File: config.mk
export PLATFORM = sky130hd
export DESIGN_NAME = ccdr_seq
export DESIGN_NICKNAME = d
export VERILOG_FILES = /design/src/ccdr_pkg.sv /design/src/ccdr_pix_class.sv /design/src/ccdr_seq.sv
export VERILOG_INCLUDE_DIRS = /design/src
export SDC_FILE = /design/constraint.sdc
export NUM_CORES = 1
export LEC_CHECK = 0
export ABC_AREA = 1
export BUFFER_PORTS_ARGS = -buffer_cell sky130_fd_sc_hd__buf_2
export CORE_ASPECT_RATIO = 1.25
export CORE_MARGIN = 4
export CORE_UTILIZATION = 25
export CTS_BUF_LIST = sky130_fd_sc_hd__clkbuf_4 sky130_fd_sc_hd__clkbuf_8
export CTS_CLUSTER_DIAMETER = 120
export CTS_CLUSTER_SIZE = 20
export DETAILED_ROUTE_END_ITERATION = 16
export PLACE_DENSITY_LB_ADDON = 0.3
export SETUP_SLACK_MARGIN = 0.05
export SYNTH_ARGS = -nofsm -noshare
export SYNTH_HDL_FRONTEND = slang
export SYNTH_SLANG_ARGS = --single-unit
File: constraint.sdc
create_clock -name I_CLK -period 3.4 [get_ports I_CLK]
set_input_delay 0.17 -clock I_CLK [delete_from_list [all_inputs] [get_ports I_CLK]]
set_output_delay 0.17 -clock I_CLK [all_outputs]
set_load 0.05 [all_outputs]
File: src/ccdr_params.svh
// Timing and geometry constants for the CCD readout sequencer
`ifndef CCDR_PARAMS_SVH
`define CCDR_PARAMS_SVH
`define CCDR_CLK_NS         50
`define CCDR_PIX_NS         250
`define CCDR_PIX_CYC        (`CCDR_PIX_NS / `CCDR_CLK_NS)
`define CCDR_ACT_COLS       2614
`define CCDR_ACT_ROWS       1966
`define CCDR_DARK_COLS      34
`define CCDR_DARK_LEAD_ROWS 34
`define CCDR_DARK_TAIL_ROWS 4
`define CCDR_BUF_PIX        20
`define CCDR_DUMMY_LEAD     12
`define CCDR_DUMMY_TAIL     2
`define CCDR_EDGE_ROWS      2
`define CCDR_VPHASE_CYC     200
`define CCDR_VCNT_W         16
`define CCDR_PCNT_W         12
`define CCDR_LCNT_W         12
`endif

File: src/ccdr_pkg.sv
// Types for the CCD readout sequencer
package ccdr_pkg;
  typedef enum logic [2:0] {
    ST_IDLE,
    ST_INTEG,
    ST_V1,
    ST_V2,
    ST_HOLD,
    ST_HSHIFT
  } ccdr_state_e;
  typedef enum logic [2:0] {
    PX_DUMMY_LEAD,
    PX_DARK,
    PX_BUFFER,
    PX_ACTIVE,
    PX_DUMMY_TAIL
  } ccdr_pix_e;
endpackage : ccdr_pkg

File: src/ccdr_pix_class.sv
// Classifies a horizontal position and a line into pixel kinds and flags
`include "ccdr_params.svh"
module ccdr_pix_class
  import ccdr_pkg::*;
#(
  parameter int PW = `CCDR_PCNT_W,
  parameter int LW = `CCDR_LCNT_W
) (
  // Position
  input  wire logic [PW-1:0]   i_pix,
  input  wire logic [LW-1:0]   i_line,
  // Result
  output ccdr_pkg::ccdr_pix_e  o_kind,
  output logic                 o_dark_clean,
  output logic                 o_buffer,
  output logic                 o_suspect
);
  import ccdr_pkg::*;

  localparam int C_DL = `CCDR_DUMMY_LEAD;
  localparam int C_D1 = C_DL + `CCDR_DARK_COLS;
  localparam int C_A  = C_D1 + `CCDR_ACT_COLS;
  localparam int C_D2 = C_A + `CCDR_DARK_COLS;
  localparam int C_TL = C_D2 + `CCDR_DUMMY_TAIL;
  localparam int L_D1 = `CCDR_DARK_LEAD_ROWS;
  localparam int L_A  = L_D1 + `CCDR_ACT_ROWS;
  localparam int L_TL = L_A + `CCDR_DARK_TAIL_ROWS;
  localparam int B    = `CCDR_BUF_PIX;

  int p;
  int l;
  logic col_dark;
  logic row_dark;
  always_comb begin
    p = int'(i_pix);
    l = int'(i_line);
    col_dark = (p >= C_DL && p < C_D1) || (p >= C_A && p < C_D2);
    row_dark = (l < L_D1) || (l >= L_A);
    if (p < C_DL) begin
      o_kind = PX_DUMMY_LEAD;
    end else if (p >= C_D2) begin
      o_kind = PX_DUMMY_TAIL;
    end else if (col_dark || row_dark) begin
      o_kind = PX_DARK;
    end else if (p < C_D1 + B || p >= C_A - B || l < L_D1 + B || l >= L_A - B) begin
      o_kind = PX_BUFFER;
    end else begin
      o_kind = PX_ACTIVE;
    end
    o_buffer = (o_kind == PX_BUFFER);
    // Dark next to active area, chip edge or first lines out may scavenge
    o_suspect = (o_kind == PX_DUMMY_LEAD) ||
                (o_kind == PX_DARK && (l < `CCDR_EDGE_ROWS || l == L_D1 - 1 ||
                 l == L_A || l == L_TL - 1 || p == C_DL || p == C_D1 - 1 ||
                 p == C_A || p == C_D2 - 1));
    o_dark_clean = (o_kind == PX_DARK) && !o_suspect;
  end
endmodule : ccdr_pix_class

File: src/ccdr_seq.sv
// Readout sequencer that clocks a full-frame CCD and tags each sample
// What this block does
// - Both vertical clocks stay low during the whole exposure.
// - Row transfer on falling vert_clk_a while horiz_clk_b is held high.
// - Horizontal clocks toggle alternately and complementarily, one pixel per five clock cycles.
// - Reset gate pulses only after the sample strobe for the pixel.
// - Reset gate pulses once in every pixel period throughout readout.
// - One pixel period lasts 250 ns.
`include "ccdr_params.svh"
module ccdr_seq
  import ccdr_pkg::*;
#(
  parameter int INTEG_CYC = 4096,
  parameter int VPH_CYC   = `CCDR_VPHASE_CYC,
  parameter int HS_CYC    = `CCDR_VPHASE_CYC
) (
  // Clock and reset
  input  wire logic                    I_CLK,
  input  wire logic                    I_RESET_N,
  // Control
  input  wire logic                    I_START,
  input  wire logic [`CCDR_VCNT_W-1:0] I_INTEG_LEN,
  // CCD clock pins
  output logic                         O_VERT_CLK_A,
  output logic                         O_VERT_CLK_B,
  output logic                         O_HORIZ_CLK_A,
  output logic                         O_HORIZ_CLK_B,
  output logic                         O_FD_RESET_GATE,
  // Sample side
  output logic                         O_SAMPLE,
  output ccdr_pkg::ccdr_pix_e          O_PIX_KIND,
  output logic                         O_DARK_CLEAN,
  output logic                         O_BUFFER,
  output logic                         O_SUSPECT,
  output logic [`CCDR_PCNT_W-1:0]      O_PIX,
  output logic [`CCDR_LCNT_W-1:0]      O_LINE,
  output logic                         O_BUSY,
  output logic                         O_FRAME_DONE
);
  import ccdr_pkg::*;

  localparam int PIX_CYC = `CCDR_PIX_CYC;
  localparam logic [`CCDR_PCNT_W-1:0] LINE_PIX = `CCDR_PCNT_W'(`CCDR_DUMMY_LEAD +
      2 * `CCDR_DARK_COLS + `CCDR_ACT_COLS + `CCDR_DUMMY_TAIL);
  localparam logic [`CCDR_LCNT_W-1:0] FRAME_LINES = `CCDR_LCNT_W'(`CCDR_DARK_LEAD_ROWS +
      `CCDR_ACT_ROWS + `CCDR_DARK_TAIL_ROWS);

  // ***************
  // State
  // ***************
  typedef struct packed {
    ccdr_state_e               st;
    logic [`CCDR_VCNT_W-1:0]   cnt;
    logic [2:0]                ph;
    logic [`CCDR_PCNT_W-1:0]   pix;
    logic [`CCDR_LCNT_W-1:0]   line;
    logic                      va;
    logic                      vb;
    logic                      ha;
    logic                      hb;
    logic                      rg;
    logic                      smp;
    logic                      done;
    ccdr_pix_e                 kind;
    logic                      clean;
    logic                      buf_f;
    logic                      sus;
    logic                      busy;
  } ccdr_state_s;

  ccdr_state_s s_q;
  ccdr_state_s s_d;
  ccdr_pix_e   c_kind;
  logic        c_clean;
  logic        c_buf;
  logic        c_sus;

  ccdr_pix_class #(
    .PW (`CCDR_PCNT_W),
    .LW (`CCDR_LCNT_W)
  ) u_class (
    .i_pix        (s_q.pix),
    .i_line       (s_q.line),
    .o_kind       (c_kind),
    .o_dark_clean (c_clean),
    .o_buffer     (c_buf),
    .o_suspect    (c_sus)
  );

  // ***************
  // Next state
  // ***************
  always_comb begin
    s_d = s_q;
    s_d.smp = 1'b0;
    s_d.done = 1'b0;
    s_d.rg = 1'b0;
    unique case (s_q.st)
      ST_IDLE: begin
        s_d.va = 1'b0;
        s_d.vb = 1'b0;
        s_d.ha = 1'b0;
        s_d.hb = 1'b1;
        if (I_START) begin
          s_d.st = ST_INTEG;
          s_d.cnt = (I_INTEG_LEN != '0) ? I_INTEG_LEN : `CCDR_VCNT_W'(INTEG_CYC);
          s_d.line = '0;
        end
      end
      ST_INTEG: begin
        s_d.va = 1'b0;
        s_d.vb = 1'b0;
        if (s_q.cnt <= `CCDR_VCNT_W'(1)) begin
          s_d.st = ST_V1;
          s_d.cnt = `CCDR_VCNT_W'(VPH_CYC);
          s_d.va = 1'b1;
        end else begin
          s_d.cnt = s_q.cnt - `CCDR_VCNT_W'(1);
        end
      end
      ST_V1: begin
        s_d.hb = 1'b1;
        s_d.ha = 1'b0;
        if (s_q.cnt <= `CCDR_VCNT_W'(1)) begin
          s_d.st = ST_V2;
          s_d.vb = 1'b1;
          s_d.cnt = `CCDR_VCNT_W'(VPH_CYC);
        end else begin
          s_d.cnt = s_q.cnt - `CCDR_VCNT_W'(1);
        end
      end
      ST_V2: begin
        if (s_q.cnt <= `CCDR_VCNT_W'(1)) begin
          s_d.st = ST_HOLD;
          s_d.va = 1'b0;
          s_d.cnt = `CCDR_VCNT_W'(VPH_CYC);
        end else begin
          s_d.cnt = s_q.cnt - `CCDR_VCNT_W'(1);
        end
      end
      ST_HOLD: begin
        if (s_q.cnt == `CCDR_VCNT_W'(VPH_CYC / 2)) begin
          s_d.vb = 1'b0;
        end
        // Setup before horizontal clocking starts
        if (s_q.cnt <= `CCDR_VCNT_W'(1)) begin
          s_d.st = ST_HSHIFT;
          s_d.pix = '0;
          s_d.ph = '0;
          s_d.ha = 1'b1;
          s_d.hb = 1'b0;
        end else begin
          s_d.cnt = s_q.cnt - `CCDR_VCNT_W'(1);
        end
      end
      ST_HSHIFT: begin
        s_d.ph = s_q.ph + 3'd1;
        if (s_q.ph == 3'(PIX_CYC / 2)) begin
          s_d.ha = 1'b0;
          s_d.hb = 1'b1;
        end
        if (s_q.ph == 3'(PIX_CYC / 2 + 1)) begin
          // Packet settles after ha fall; sample it, then reset
          s_d.smp = 1'b1;
          s_d.kind = c_kind;
          s_d.clean = c_clean;
          s_d.buf_f = c_buf;
          s_d.sus = c_sus;
        end
        if (s_q.ph == 3'(PIX_CYC / 2 + 2)) begin
          s_d.rg = 1'b1;
        end
        if (s_q.ph == 3'(PIX_CYC - 1)) begin
          s_d.ph = '0;
          if (s_q.pix == LINE_PIX - `CCDR_PCNT_W'(1)) begin
            s_d.hb = 1'b1;
            s_d.pix = '0;
            if (s_q.line == FRAME_LINES - `CCDR_LCNT_W'(1)) begin
              s_d.st = ST_IDLE;
              s_d.done = 1'b1;
            end else begin
              s_d.line = s_q.line + `CCDR_LCNT_W'(1);
              s_d.st = ST_V1;
              s_d.va = 1'b1;
              s_d.cnt = `CCDR_VCNT_W'(VPH_CYC);
            end
          end else begin
            s_d.pix = s_q.pix + `CCDR_PCNT_W'(1);
            s_d.ha = 1'b1;
            s_d.hb = 1'b0;
          end
        end
      end
    endcase
    // Registered so the busy pin comes straight from a flop
    s_d.busy = (s_d.st != ST_IDLE);
  end

  always_ff @(posedge I_CLK or negedge I_RESET_N) begin
    if (!I_RESET_N) begin
      s_q <= '{st: ST_IDLE, kind: PX_DUMMY_LEAD, hb: 1'b1, default: '0};
    end else begin
      s_q <= s_d;
    end
  end

  assign O_VERT_CLK_A    = s_q.va;
  assign O_VERT_CLK_B    = s_q.vb;
  assign O_HORIZ_CLK_A   = s_q.ha;
  assign O_HORIZ_CLK_B   = s_q.hb;
  assign O_FD_RESET_GATE = s_q.rg;
  assign O_SAMPLE        = s_q.smp;
  assign O_PIX_KIND      = s_q.kind;
  assign O_DARK_CLEAN    = s_q.clean;
  assign O_BUFFER        = s_q.buf_f;
  assign O_SUSPECT       = s_q.sus;
  assign O_PIX           = s_q.pix;
  assign O_LINE          = s_q.line;
  assign O_BUSY          = s_q.busy;
  assign O_FRAME_DONE    = s_q.done;

  // ***************
  // Checks
  // ***************
  a_integ_vlow: assert property (@(posedge I_CLK) disable iff (!I_RESET_N)
    s_q.st == ST_INTEG |-> !s_q.va && !s_q.vb) else $error("vertical clock moved in exposure");
  a_row_xfer_hb: assert property (@(posedge I_CLK) disable iff (!I_RESET_N)
    $fell(s_q.va) |-> s_q.hb) else $error("row transfer without horiz_clk_b high");
  a_h_compl: assert property (@(posedge I_CLK) disable iff (!I_RESET_N)
    s_q.st == ST_HSHIFT |-> s_q.ha != s_q.hb) else $error("horizontal clocks not complementary");
  a_sample_after: assert property (@(posedge I_CLK) disable iff (!I_RESET_N)
    $fell(s_q.ha) && s_q.st == ST_HSHIFT |=> s_q.smp) else $error("no sample after ha fall");
  a_reset_after: assert property (@(posedge I_CLK) disable iff (!I_RESET_N)
    s_q.smp |=> s_q.rg) else $error("reset gate not after sample");
  a_rg_each_pix: assert property (@(posedge I_CLK) disable iff (!I_RESET_N)
    s_q.rg && s_q.st == ST_HSHIFT |-> ##5 s_q.rg) else $error("reset gate missed a pixel");
  a_rg_period: assert property (@(posedge I_CLK) disable iff (!I_RESET_N)
    s_q.rg |=> !s_q.rg [*4]) else $error("pixel period wrong");
  a_no_v_midline: assert property (@(posedge I_CLK) disable iff (!I_RESET_N)
    s_q.st == ST_HSHIFT && s_q.pix != LINE_PIX - `CCDR_PCNT_W'(1) |-> !s_q.va)
    else $error("vertical transfer before line end");
endmodule : ccdr_seq

**Word level (Yosys, flattened, before mapping)**

Cells that the tools add are included.

- Flip-flop bits (word level): 60
- Output and inout port bits: 38
- Logic and storage cells: 147

- Add/subtract/negate cells: 4
- $lt $le $gt $ge: 14
- Equality and inequality tests: 30
- Mux-type cells: 43
- Reductions and logical operators: 39

Operators by type and width:

| cell | number |
|---|---|
| $pmux W19 S6 | 1 |
| $mux W16 | 4 |
| $eq A12 B12 Y1 const B | 5 |
| $mux W47 | 1 |
| $mux W19 | 2 |
| $ge A12 B12 Y1 const B | 3 |
| $lt A12 B6 Y1 const B | 3 |
| $pmux W15 S2 | 1 |
| $mux W13 | 2 |
| $add A12 B1 Y12 const B | 2 |
| $eq A12 B7 Y1 const B | 2 |
| $ge A12 B11 Y1 const B | 2 |
| $mux W12 | 2 |
| $pmux W12 S2 | 1 |
| $mux W3 | 7 |
| $ne A2 B2 Y1 const B | 9 |
| $eq A16 B7 Y1 const B | 1 |
| $le A16 B1 Y1 const B | 1 |
| $reduce_bool A16 Y1 | 1 |
| $sub A16 B1 Y16 const B | 1 |
| $eq A3 B2 Y1 const B | 5 |
| $mux W15 | 1 |
| $reduce_and A5 Y1 | 3 |
| $logic_or A1 B1 Y1 | 14 |
| 27 further kinds | 56 |

**Logic depth before layout (Yosys ltp)**

- Depth in word-level cells: 15
- Depth in mapped cells: 13
- Depth with buffers taken out: 13

**Cells and area by module**

From an unflattened synthesis, not the netlist that was laid out.

- Cell total of the unflattened synthesis: 769
- Area total of the unflattened synthesis: 4971.0 sq um

Modules (own cells, without submodules):

| module | times used | cells each | area each (sq um) | sequential area each (sq um) |
|---|---|---|---|---|
| ccdr_seq | 1 | 621 | 4304.1 | 1502.7 |
| ccdr_pix_class | 1 | 148 | 666.9 | 0.0 |

**Least setup slack after synthesis**

OpenSTA, ideal clock, no wires.

- Kind: flip-flop to flip-flop
- From: register s_q, in the netlist O_PIX[0]
- To: register s_q, in the netlist O_LINE[0]
- Setup time: 0.117 ns
- Arrival: 1.713 ns
- Slack: 1.570 ns
- Cell stages (with the launch flop): 12
- Buffers on the path: 1
- Period minus slack after synthesis: 1.830 ns
- Cells stage by stage: dfrtp_1 > ha_1 > inv_1 > nor2_2 > nand3_2 > nand2_1 > nand2_2 > nor3_4 > nand2_2 > buf_4 > nand2_1 > nand2_1

- Longest elaborated chain between the ends: 3

Ends and longest elaborated chain:

| what | RTL line | text |
|---|---|---|
| start: declaration | ccdr_seq.sv:71 | `ccdr_state_s s_q;` |
| start signal: assignment | ccdr_seq.sv:201 | `s_q <= '{st: ST_IDLE, kind: PX_DUMMY_LEAD, hb: 1'b1, default: '0};` |
| start signal: assignment | ccdr_seq.sv:203 | `s_q <= s_d;` |
| $eq A12 B12 Y1 | ccdr_seq.sv:175 | `` if (s_q.pix == LINE_PIX - `CCDR_PCNT_W'(1)) begin `` |
| $ne A2 B2 Y1 (no source line) | n/a |  |
| $reduce_and A5 Y1 (no source line) | n/a |  |

No other way between the ends.
A chain may end at the register's enable or synchronous reset.

**Worst setup path after layout**

- From: register s_q, in the netlist O_PIX[0]
- To: register s_q, in the netlist O_LINE[2]

Same word-level chain as after synthesis.

==> flow_metrics.py <==
metrics = {
    "pwr": {
        "power_frac_seq_pct": 34.6,
        "combPwrFrac_pct": 40.4,
        "p_sw_mw": 1.326,
        "switching_share_pct": 43.86,
        "cellInternalPower_mw": 1.698,
        "powerDensity_nw_per_um2": 586.1,
        "clock_power_share_pct": 25.0,
        "power_mw": 3.024,
        "p_leak_nw": 2.672,
        "ir_drop_v": 0.0002764,
    },
    "sta": {
        "tightest_slew_ps": 837.6,
        "rsz0062_at_grt": "no",
        "fin_setup_tns_ps": 0,
        "finalCritPeriodShare_pct": 74.74,
        "fmax_mhz": 393.5,
        "drv_slew": 0,
        "setup_viol": 0,
        "period_minus_slack_ps": 2541,
        "finalClockSkew_ps": 10.24,
        "relSlewSlack_pct": 44.16,
        "hold_viol": 0,
    },
    "layout": {
        "area_growth_pct": 11.49,
        "final_core_util_pct": 28.40,
        "nets": 771,
        "stdcell_area_um2": 5160,
        "stdcell_count": 972,
        "n_fill_cell": 2078,
        "drive_gt1_share_pct": 13.58,
        "num_antenna_cells": 0,
    },
    "detailed_routing": {
        "viasPerCell": 4.556,
        "antenna_left": 0,
        "drcViolationCount": 0,
        "wirelength_um": 12660,
        "vias": 4428,
        "dr.pass1.iters": 5,
        "drt_iter0_drc": 173,
        "wl_per_cell_um": 13.02,
    },
    "cts": {
        "clock-sinks": 60,
        "clock-root-buffer": "clkbuf_8",
        "h-tree-depth": 3,
        "clk_pin_slew_worst_paths_ps": 70,
        "tritoncts": "yes",
        "cts_buffers": 9,
        "ctsResizeCount": 0,
        "clk_latency_ps": 360,
        "cts_buffer_depth": 2,
    },
    "synth": {
        "netlist_instances": 708,
        "synth_seq_area_share_pct": 32.47,
        "synth_area_leaders": "dfrtp_1, nand2_1, nor2_1, nand3_1, inv_1",
        "syn-num-nets": 740,
        "yosys_register_bits": 60,
        "postSynthAreaPerCell_um2": 6.537,
        "yosysTopAreaCell": "dfrtp_1",
        "synthesis.area_um2": 4628,
        "yosys.area.top_type_share_pct": 31.90,
        "yosys_warnings": 0,
        "synth_cell_types": 38,
    },
    "grt": {
        "grt_pass1_wl_um": 21440,
        "grt_max_degree": 36,
        "grt_pass1_vias": 4365,
        "overflow": 0,
        "track_usage_pct": 12.79,
        "antenna_found_initial": 0,
    },
    "status": {
        "status": "finished clean",
    },
    "setup_path": {
        "crit_required_ps": 3650,
        "worst_ep_arrival_time_ps": 2790,
        "crit_path_start_kind": "register",
        "cp-end-kind": "register",
        "critPathKind": "register to register",
        "cp_max_fo": 13,
    },
    "run": {
        "max_cap_viol_count": 0,
    },
    "place": {
        "post_dp_cell_area_um2": 4925,
        "gp_congestion": 0.8857,
        "place_hpwl_um": 9677,
        "dp.cells": 955,
        "io_buffers": 56,
    },
    "floorplanning": {
        "start_util_pct": 25.48,
        "die-area_um2": 20770,
        "num_io_pins": 57,
        "die_y_um": 160.1,
        "rows": 55,
        "coreArea_um2": 18170,
        "dieWidth_um": 129.7,
    },
    "worst_hold_path": {
        "hold_class": "primary input to register",
    },
}
## registers in the layout (all words and copies together) (netlist names), 3 cells and up
register,flops
O_PIX,12
O_PIX_KIND,3
s_q,22
O_LINE,12
## worst paths after layout
check                                           from                         to  slack [ps]  cells after the start
setup / recovery                O_PIX[0]$_DFFE_PN0P_      O_LINE[2]$_DFFE_PN0P_         860                     10
hold / removal                        I_INTEG_LEN[4]        s_q[45]$_DFFE_PN0P_         110                      5
setup reg to reg                O_PIX[0]$_DFFE_PN0P_      O_LINE[2]$_DFFE_PN0P_         860                     10
hold reg to reg            O_PIX_KIND[0]$_DFFE_PN0P_  O_PIX_KIND[0]$_DFFE_PN0P_         480                      2
max in group asynchronous                  I_RESET_N           O_BUSY$_DFF_PN0_        2060                      3
min in group asynchronous                  I_RESET_N       O_PIX[5]$_DFFE_PN0P_         440                      2
## synthesized netlist by cell type, drive strengths merged
cell and number:
a22o 1, nand3 58, dfrtp 59, nand3b 2, a31oi 1, o21ai 36
nor2 104, nor4 4, or2 2, xnor2 5, buf 36, nor3b 2
and2 1, nor3 17, a211oi 1, inv 76, nand2 235, xor2 15
clkinv 2, clkbuf 3, dfstp 1, o31ai 2, a21oi 10, ha 13
nand4 19, o211ai 3
## power groups by stage
stage / Combinational [mW] / Sequential [mW] / Clock, mW
2_1_floorplan: 0.916 / 1.08 / 0
4_1_cts: 1.24 / 1.05 / 0.789
3_3_place_gp: 1.23 / 1.06 / 0
5_1_grt: 1.40 / 1.07 / 0.822
3_5_place_dp: 1.23 / 1.06 / 0
6_report: 1.22 / 1.05 / 0.757
## stage by stage
step | setup WS, ps | hold WS (ps)
2_1_floorplan | 1570 | -125.6
3_3_place_gp | 891.7 | 318.0
3_5_place_dp | 842.7 | 332.5
4_1_cts | 820.1 | 87.12
5_1_grt | 581.5 | 133.7
6_report | 859.0 | 109.8
## cell usage in the layout (no fill, tap or decap), types with 15 or more instances in the layout
cell     count
buf_2       56
dfrtp_1     59
inv_1       70
nand2_1    230
nand3_1     57
nand4_1     19
nor2_1      95
nor3_1      16
o21ai_0     35
xor2_1      15
## cells by family after synthesis
family                   count (synthesis)  share of synthesized area, %
AO/OA/AOI/OAI                           54                         6.353
buffers and inverters                  117                         12.46
flip-flops                              60                         32.47
XOR/XNOR                                20                         3.785
adder cells (fa/ha/maj)                 13                         3.515
AND/OR/NAND/NOR                        444                         41.42
## repair_timing
item | CTS | global route
endpoints found under the hold margin | 33 | 0
endpoints found under the setup margin | 0 | 0
buffers inserted | 0 | 0
hold buffers | 1 | 0
## layer usage
| metal | track usage, % | vias up | part of all wire [%] |
|---|---|---|---|
| met5 | 0 | - | 0 |
| li1 | - | 2291 | - |
| met1 | 16.30 | 2029 | 45 |
| met4 | 4.064 | 0 | 1.8 |
| met2 | 21.09 | 88 | 48 |
| met3 | 3.178 | 20 | 4.7 |
## worst max-delay path, cell delays in order, from the launching register on
cell,delay [ps]
dfrtp_1,520
ha_1,240
inv_1,80
nor2_2,190
nand3_2,190
nand2_1,120
nand2_2,90
nor3_4,490
nand2_2,310
nand2_1,120
nand2_1,60
## cell type report
class                      count  area [um2]  share of cell area, %
multi-input combinational    531        2549                  49.39
sequential                    60        1503                  29.12
timing repair buffer          59       305.3                  5.917
inverter                      78       292.8                  5.674
tap                          228       285.3                  5.529
clock buffer                  12       152.6                  2.958
clock inverter                 4       72.57                  1.406
Note: power is estimated with default switching activity, not from simulation.
